## config.mk

```make
export PLATFORM = sky130hd
export DESIGN_NAME = temp_sensor_command_sequencer
export DESIGN_NICKNAME = d
export VERILOG_FILES = /design/src/hdl/tsense_pkg.sv /design/src/hdl/pin_sync.sv /design/src/hdl/temp_sensor_command_sequencer.sv
export SDC_FILE = /design/constraint.sdc
export NUM_CORES = 1
export LEC_CHECK = 0
export BUFFER_PORTS_ARGS = -buffer_cell sky130_fd_sc_hd__buf_2
export CORE_MARGIN = 5
export CORE_UTILIZATION = 54
export CTS_CLUSTER_SIZE = 28
export DETAILED_ROUTE_END_ITERATION = 8
export GPL_ROUTABILITY_DRIVEN = 0
export GPL_TIMING_DRIVEN = 0
export PLACE_DENSITY = 0.85
export SYNTH_ARGS = -nofsm -noshare
export SYNTH_HDL_FRONTEND = slang
export SYNTH_SLANG_ARGS = --single-unit
```

## constraint.sdc

```tcl
create_clock -name sys_clk -period 2.5 [get_ports sys_clk]
set_input_delay 0.5 -clock sys_clk [delete_from_list [all_inputs] [get_ports sys_clk]]
set_output_delay 0.5 -clock sys_clk [all_outputs]
set_load 0.03 [all_outputs]
```

## src/hdl/tsense_pkg.sv

```systemverilog
/*
  Constants for the temperature sensor command sequencer: address code,
  command codes, configuration layout and reset values.
  Assumes a single 125 MHz system clock domain.
*/
package tsense_pkg;
  // ==========================================================
  // Address and commands
  localparam logic [3:0] DEV_CODE = 4'h9;
  localparam logic [7:0] CMD_START_CONV = 8'h51;
  localparam logic [7:0] CMD_STOP_CONV = 8'h22;
  localparam logic [7:0] CMD_READ_TEMP = 8'hAA;
  localparam logic [7:0] CMD_CONFIG = 8'hAC;
  localparam logic [7:0] CMD_HIGH_SP = 8'hA1;
  localparam logic [7:0] CMD_LOW_SP = 8'hA2;
  // ==========================================================
  // Configuration fields
  localparam int CFG_POL_BIT = 1;
  localparam int CFG_RES_LSB = 2;
  localparam int CFG_ONESHOT_BIT = 0;
  localparam int CFG_FLAG_HI_BIT = 6;
  localparam int CFG_FLAG_LO_BIT = 5;
  localparam logic [7:0] CFG_RESET = 8'h8C;
  localparam logic [15:0] SP_RESET = 16'h0000;
  // ==========================================================
  // Synchroniser depth and bus states
  localparam int SYNC_STAGES = 2;
  typedef enum logic [3:0] {
    ST_IDLE = 4'h0,
    ST_ADDR = 4'h1,
    ST_AACK = 4'h3,
    ST_WBYTE = 4'h2,
    ST_WACK = 4'h6,
    ST_RBYTE = 4'h7,
    ST_RACK = 4'h5,
    ST_IGNORE = 4'h4
  } state_t;
endpackage

```

## src/hdl/pin_sync.sv

```systemverilog
/*
  Two flip-flop synchroniser for a group of asynchronous pins.
  Assumes inputs are levels from outside the sys_clk domain.
*/
`timescale 1ns/1ps
module pin_sync #(
  parameter int WIDTH = 2
) (
  input wire logic sys_clk,
  input wire logic srst,
  input wire logic [WIDTH-1:0] async_in,
  output logic [WIDTH-1:0] sync_out
);
  logic [WIDTH-1:0] meta_q;
  always_ff @(posedge sys_clk) begin
    if (srst) begin
      meta_q <= '1;
      sync_out <= '1;
    end else begin
      meta_q <= async_in;
      sync_out <= meta_q;
    end
  end
endmodule // pin_sync

```

## src/hdl/temp_sensor_command_sequencer.sv

```systemverilog
/*
  Two-wire target front end and command interpreter for a temperature sensor.
  Assumes the conversion core outside supplies temperature and flags, and that
  the bus wires are resolved outside from the output enable (open drain).
*/
// Operation
// - Acknowledge every byte received: matching address, command, each data byte.
// - Command 51h is acknowledged and starts conversion; no data follows.
// - Command AAh, repeated START, read address: acknowledge then send temperature.
// - Temperature sent MSB byte first then LSB byte, bits MSB first.
// - Command ACh then one data byte stored as configuration and acknowledged.
// - A configuration write also clears both thermostat flags, except a flag the core sets in the same cycle.
// - Configuration 08h gives 11-bit resolution, continuous mode, active-low output.
// - Command A1h then two bytes, MSB first, stored as high setpoint.
// - Command A2h then two bytes, MSB first, stored as low setpoint.
// - Respond only to address 1001 plus matching select pin levels.
// - Command 22h lets current conversion finish, then stay idle until 51h.
`timescale 1ns/1ps
module temp_sensor_command_sequencer
  import tsense_pkg::*;
(
  input wire logic sys_clk,
  input wire logic srst,
  input wire logic scl_in,
  input wire logic sda_in,
  output logic sda_out,
  output logic sda_oe,
  input wire logic select_pin_0,
  input wire logic select_pin_1,
  input wire logic select_pin_2,
  input wire logic [15:0] temp_value,
  input wire logic conv_done,
  input wire logic flag_hi_set,
  input wire logic flag_lo_set,
  output logic conv_run,
  output logic conv_stop_req,
  output logic [7:0] config_value,
  output logic [1:0] resolution,
  output logic oneshot_mode,
  output logic thermostat_polarity,
  output logic [15:0] high_setpoint,
  output logic [15:0] low_setpoint
);
  import tsense_pkg::*;

  // ==========================================================
  // Pin synchronisers and edge detection
  logic [4:0] pins_s;
  logic scl_q, sda_q;
  pin_sync #(.WIDTH(5)) u_sync (
    .sys_clk(sys_clk),
    .srst(srst),
    .async_in({select_pin_2, select_pin_1, select_pin_0, sda_in, scl_in}),
    .sync_out(pins_s)
  );
  wire scl_s = pins_s[0];
  wire sda_s = pins_s[1];
  wire [2:0] sel_s = pins_s[4:2];
  always_ff @(posedge sys_clk) begin
    if (srst) begin
      scl_q <= 1'b1;
      sda_q <= 1'b1;
    end else begin
      scl_q <= scl_s;
      sda_q <= sda_s;
    end
  end
  wire scl_rise = scl_s & ~scl_q;
  wire scl_fall = ~scl_s & scl_q;
  wire start_cond = scl_s & scl_q & sda_q & ~sda_s;
  wire stop_cond = scl_s & scl_q & ~sda_q & sda_s;

  // ==========================================================
  // Byte engine state
  state_t state_q, state_d;
  logic [7:0] shift_q;
  logic [2:0] bit_q;
  logic [7:0] cmd_q;
  logic [1:0] byte_q;
  logic [7:0] tx_q;
  logic [7:0] hi_msb_q;
  logic drive_low_q;
  logic rd_mode_q;

  wire [7:0] rx_byte = {shift_q[6:0], sda_s};
  wire addr_match = (rx_byte[7:4] == DEV_CODE) && (rx_byte[3:1] == sel_s);
  wire last_bit = (bit_q == 3'd7);
  wire rx_done = scl_rise && last_bit;
  wire in_cmd = (byte_q == 2'd0);
  // Read data: temperature or register readback, MSB byte first
  wire [15:0] rd_word = (cmd_q == CMD_READ_TEMP) ? temp_value :
    (cmd_q == CMD_HIGH_SP) ? high_setpoint :
    (cmd_q == CMD_LOW_SP) ? low_setpoint : {config_value, 8'h00};
  wire [7:0] rd_byte = (byte_q == 2'd0) ? rd_word[15:8] : rd_word[7:0];
  wire wr_byte_done = (state_q == ST_WBYTE) && rx_done && !rd_mode_q;
  wire cmd_taken = wr_byte_done && in_cmd;
  wire data_taken = wr_byte_done && !in_cmd;
  wire cfg_wr = data_taken && (cmd_q == CMD_CONFIG) && (byte_q == 2'd1);
  wire hi_wr = data_taken && (cmd_q == CMD_HIGH_SP) && (byte_q == 2'd2);
  wire lo_wr = data_taken && (cmd_q == CMD_LOW_SP) && (byte_q == 2'd2);
  wire msb_wr = data_taken && (byte_q == 2'd1);

  always_comb begin
    state_d = state_q;
    case (state_q)
      ST_IDLE: state_d = ST_IDLE;
      ST_ADDR: begin
        if (rx_done) begin
          state_d = addr_match ? ST_AACK : ST_IGNORE;
        end
      end
      ST_AACK: begin
        if (scl_fall && !drive_low_q) begin
          state_d = ST_AACK;
        end else if (scl_fall) begin
          state_d = rd_mode_q ? ST_RBYTE : ST_WBYTE;
        end
      end
      ST_WBYTE: begin
        if (rx_done) begin
          state_d = ST_WACK;
        end
      end
      ST_WACK: begin
        if (scl_fall && drive_low_q) begin
          state_d = ST_WBYTE;
        end
      end
      ST_RBYTE: begin
        if (scl_fall && last_bit) begin
          state_d = ST_RACK;
        end
      end
      ST_RACK: begin
        // Stay until the ack slot ends so the next byte is loaded on that fall
        if (scl_rise && sda_s) begin
          state_d = ST_IGNORE;
        end else if (scl_fall) begin
          state_d = ST_RBYTE;
        end
      end
      default: state_d = ST_IGNORE;
    endcase
    if (start_cond) begin
      state_d = ST_ADDR;
    end else if (stop_cond) begin
      state_d = ST_IDLE;
    end
  end

  always_ff @(posedge sys_clk) begin
    if (srst) begin
      state_q <= ST_IDLE;
      shift_q <= 8'h00;
      bit_q <= 3'd0;
      cmd_q <= 8'h00;
      byte_q <= 2'd0;
      tx_q <= 8'h00;
      drive_low_q <= 1'b0;
      rd_mode_q <= 1'b0;
      hi_msb_q <= 8'h00;
    end else begin
      state_q <= state_d;
      if (start_cond) begin
        bit_q <= 3'd0;
        drive_low_q <= 1'b0;
        rd_mode_q <= 1'b0;
      end else begin
        if (scl_rise && (state_q == ST_ADDR || state_q == ST_WBYTE)) begin
          shift_q <= rx_byte;
          bit_q <= bit_q + 3'd1;
        end
        if (state_q == ST_ADDR && rx_done && addr_match) begin
          rd_mode_q <= sda_s;
          if (!sda_s) begin
            byte_q <= 2'd0;
          end else begin
            byte_q <= 2'd0;
          end
        end
        // Ack is driven from the SCL fall after the eighth bit
        if (scl_fall && (state_q == ST_AACK || state_q == ST_WACK) && !drive_low_q) begin
          drive_low_q <= 1'b1;
        end else if (scl_fall && (state_q == ST_AACK || state_q == ST_WACK)) begin
          drive_low_q <= 1'b0;
          bit_q <= 3'd0;
          if (state_q == ST_AACK && rd_mode_q) begin
            tx_q <= rd_byte;
          end
        end
        if (cmd_taken) begin
          cmd_q <= rx_byte;
          byte_q <= 2'd1;
        end else if (data_taken && byte_q != 2'd3) begin
          byte_q <= byte_q + 2'd1;
        end
        if (msb_wr) begin
          hi_msb_q <= rx_byte;
        end
        if (state_q == ST_RBYTE && scl_fall) begin
          tx_q <= {tx_q[6:0], 1'b0};
          bit_q <= bit_q + 3'd1;
        end
        if (state_q == ST_RACK && scl_rise && !sda_s) begin
          byte_q <= byte_q + 2'd1;
        end
        if (state_q == ST_RACK && scl_fall) begin
          tx_q <= rd_byte;
          bit_q <= 3'd0;
        end
      end
    end
  end

  // Open drain: only ever pull low
  assign sda_out = 1'b0;
  assign sda_oe = drive_low_q || ((state_q == ST_RBYTE) && !tx_q[7]);

  // ==========================================================
  // Command effects and stored registers
  logic run_q, stop_q, flag_hi_q, flag_lo_q;
  logic [7:0] cfg_q;
  wire is_start = cmd_taken && (rx_byte == CMD_START_CONV);
  wire is_stop = cmd_taken && (rx_byte == CMD_STOP_CONV);
  // Other codes only select a register; unknown ones touch nothing
  always_ff @(posedge sys_clk) begin
    if (srst) begin
      run_q <= 1'b0;
      stop_q <= 1'b0;
      cfg_q <= CFG_RESET;
      high_setpoint <= SP_RESET;
      low_setpoint <= SP_RESET;
      flag_hi_q <= 1'b0;
      flag_lo_q <= 1'b0;
    end else begin
      if (is_start) begin
        run_q <= 1'b1;
        stop_q <= 1'b0;
      end else if (is_stop && run_q) begin
        stop_q <= 1'b1;
      end else if (conv_done && (stop_q || cfg_q[CFG_ONESHOT_BIT])) begin
        run_q <= 1'b0;
        stop_q <= 1'b0;
      end
      if (cfg_wr) begin
        cfg_q <= rx_byte;
      end
      // Hardware set wins over the write clear
      flag_hi_q <= flag_hi_set | (flag_hi_q & ~cfg_wr);
      flag_lo_q <= flag_lo_set | (flag_lo_q & ~cfg_wr);
      if (hi_wr) begin
        high_setpoint <= {hi_msb_q, rx_byte};
      end
      if (lo_wr) begin
        low_setpoint <= {hi_msb_q, rx_byte};
      end
    end
  end

  assign conv_run = run_q;
  assign conv_stop_req = stop_q;
  assign config_value = {cfg_q[7], flag_hi_q, flag_lo_q, cfg_q[4:0]};
  assign resolution = cfg_q[CFG_RES_LSB +: 2];
  assign oneshot_mode = cfg_q[CFG_ONESHOT_BIT];
  assign thermostat_polarity = cfg_q[CFG_POL_BIT];
endmodule // temp_sensor_command_sequencer

```

==> metrics <==
status finished, final reports clean; H-tree depth 3; Pwr Density 506 nW/µm²; Hold Slack 0.308 ns; Fin. Hold Viols 0; largest net degree at the start of global routing 19; total number of vias 4168; critical path type reg2out; worst-path cell chain clkbuf_1 > nand3_2 > o21bai_1 > buf_2; synth unique cells 66; fmax 429 MHz; die height 102 µm; Hold Crit Depth 2; CP peak stage delay 0.39 ns; row cnt 33; Overflow after GRT 0; largest fanout on the critical path 10; final setup violating endpoints 0; Non-Filler Cell Area, Final 5290 µm²; first-pass GRT wire length 20.0 mm; WL/cell 18.2 µm; Initial Util 55.6%; CTS tree done; maximum root-to-sink buffer count 2; FF+latch count, synth 95; io pins 74; Clock Tree Root clkbuf_8; DRC Markers 0; mapped cell area 4570 µm²; Pins Over Slew Limit 0; DP HPWL 9.16 mm; Routed Antenna Nets 0; Worst-Skew Late Latency 0.37 ns; worst vdd ir 0.000296 V; core area 8220 µm²; PortBufs 71; final non-filler cell total 691; n_diodes 0; # clock sinks 95; DR pass1 iterations 5; final wirelength 12.6 mm; initial DRC count 555; RSZ-0062 raised after global routing no; measured slew at the worst slew-check pin 0.766 ns; net count after synthesis 527; antenna violations before repair 0; clock slew at reported path FFs 0.10 ns; Setup crit start kind flop; Syn Area/Cell 9.23 µm²; Pleak 2.16 nW; share of cells above drive strength 1 22.2%; crit share post-route 93.3%; Top FF cell, synth dfxtp_1; die area 10400 µm²; R2R cell count 9; yosys synthesis warning count 0; Placed Area 5050 µm²; Slew headroom 48.9%; min Tclk post-route 2.33 ns; Max-cap violations 0; # placed instances 671; Worst path slowest cell dfxtp_1; nets 613; Critical Path RT 2.00 ns; total negative slack 0 ns; Finished Core Util 64.4%; Inserted Clock Buffers 9; Hold WC Path Type in2reg; Total Routing Usage GR 24.4%; number of instances in the synthesized netlist 495; width of the chip 102 µm; critical path data arrival time 1.83 ns; vias per inst 6.03; CP endpoint kind output pin; ys async rst share 0%; Layout area overhead 15.9%; Clock Skews 0.0123 ns; Seq/Total Area, Yosys 41.6%; vias in the first global route 4038; number of flops mapped to enable cells by yosys 0
==> repair_timing <==
item                       CTS  global route
setup endpoints to repair    4            10
pin swaps                    1             1
setup buffers                2             2
hold buffers                 0             0
gates resized for setup      1             3
==> per-stage QoR <==
| step | power [mW] | setup slack (ns) |
|---|---|---|
| 2_1_floorplan | 1.66 | 0.428 |
| 3_3_place_gp | 1.70 | 0.0854 |
| 3_5_place_dp | 1.71 | 0.00994 |
| 4_1_cts | 2.68 | 0.0807 |
| 5_1_grt | 2.75 | 0.0485 |
| 6_report | 2.68 | 0.167 |
==> area by class of cell <==
| type | instances | area (µm²) |
|---|---|---|
| sequential | 95 | 1900 |
| timing repair buffer | 75 | 385 |
| inverter | 7 | 26.3 |
| clock buffer | 10 | 138 |
| multi-input combinational | 346 | 2430 |
| buffer | 47 | 220 |
| clock inverter | 6 | 57.6 |
| fill | 657 | 2920 |
| tap | 105 | 131 |
==> cells in the final DEF (no fill, tap or decap), drive strengths merged, types with 2 or more instances in the layout <==
cell type	synthesis	final
a21oi	13	13
xor2	3	3
and3b	2	2
o2bb2ai	7	7
nor2b	6	6
o21a	5	5
o22a	5	5
nor2	74	74
o21bai	2	2
a221oi	6	6
nand2	15	15
mux2i	64	64
buf	15	90
clkinv	0	2
o21ai	14	14
nand2b	10	10
nand4b	2	2
a22oi	9	9
xnor2	5	5
dfxtp	95	95
o22ai	5	5
nand4	4	4
ha	6	6
a22o	3	3
inv	7	11
or3	2	2
a31o	4	4
nand3	9	9
nand3b	6	6
or2	12	12
nor3b	7	7
clkbuf	32	42
o221ai	5	5
nor3	9	9
a211oi	3	3
and3	2	2
nor4	4	4
==> layer usage <==
layer / global-route usage (%) / up-vias / part of all wire, % / wire length [µm]
li1: - / 1946 / - / -
met1: 31.1 / 1947 / 41 / 5200
met2: 41.6 / 232 / 47 / 5940
met3: 3.62 / 43 / 8.3 / 1040
met4: 9.79 / 0 / 3.2 / 405
met5: 0 / - / 0 / 0
==> cells in the mapped netlist (6+ instances only) <==
master      n  area [µm²]
o21ai_0    14        70.1
a21oi_1    13        65.1
nand2b_1   10        62.6
clkbuf_1   32         120
nor3_1      8        40.0
nand3_1     9        45.0
inv_1       7        26.3
nand2_1    14        52.6
a22oi_1     9        67.6
ha_1        6        75.1
mux2i_1    64         641
or2_2      12        75.1
nor2_1     74         278
nand3b_1    6        45.0
dfxtp_1    95        1900
nor3b_1     7        52.6
buf_4       8        60.1
a221oi_1    6        52.6
o2bb2ai_1   7        61.3
nor2b_1     6        37.5
==> power by group <==
group | internal [mW] | switching [mW]
Sequential | 1.53 | 0.00782
Combinational | 0.0545 | 0.0892
Clock | 0.414 | 0.588
Total | 1.99 | 0.685
==> cells by family after synthesis <==
group / Yosys count / synth area share (%)
simple gates: 172 / 20.4
compound gates: 95 / 15.4
xor+xnor: 8 / 1.53
flops: 95 / 41.6
mux: 64 / 14.0
buf+inv: 54 / 5.37
other cells: 1 / 0.0821
fa+ha+maj: 6 / 1.64
==> registers in the layout (all words and copies together) (netlist names), 3 cells and up <==
name and count:
u_sync.sync_out 5, cmd_q 8, u_sync.meta_q 5, low_setpoint 16, hi_msb_q 8, shift_q 7, state_q 3, cfg_q 6
bit_q 3, high_setpoint 16, tx_q 8
==> final timing paths <==
check | slack [ns] | from | endpoint
worst min-delay path | 0.31 | sda_in | u_sync.meta_q[1]$_SDFF_PP1_
worst max-delay path | 0.17 | state_q[2]$_SDFFE_PP0P_ | sda_oe
worst max register to register | 0.22 | bit_q[0]$_SDFF_PP0_ | cfg_q[1]$_SDFFE_PP0P_
worst min register to register | 0.41 | u_sync.meta_q[3]$_SDFF_PP1_ | u_sync.sync_out[3]$_SDFF_PP1_
==> worst max-delay path: cells and delay by family (launching register included) <==
kind,cells,cell delay [ns]
AOI/OAI and AO/OA,1,0.22
and+or+nand+nor,1,0.28
buffers and inverters,2,0.58
DFF,1,0.39
No activity file was read; power rests on OpenSTA's default activity.
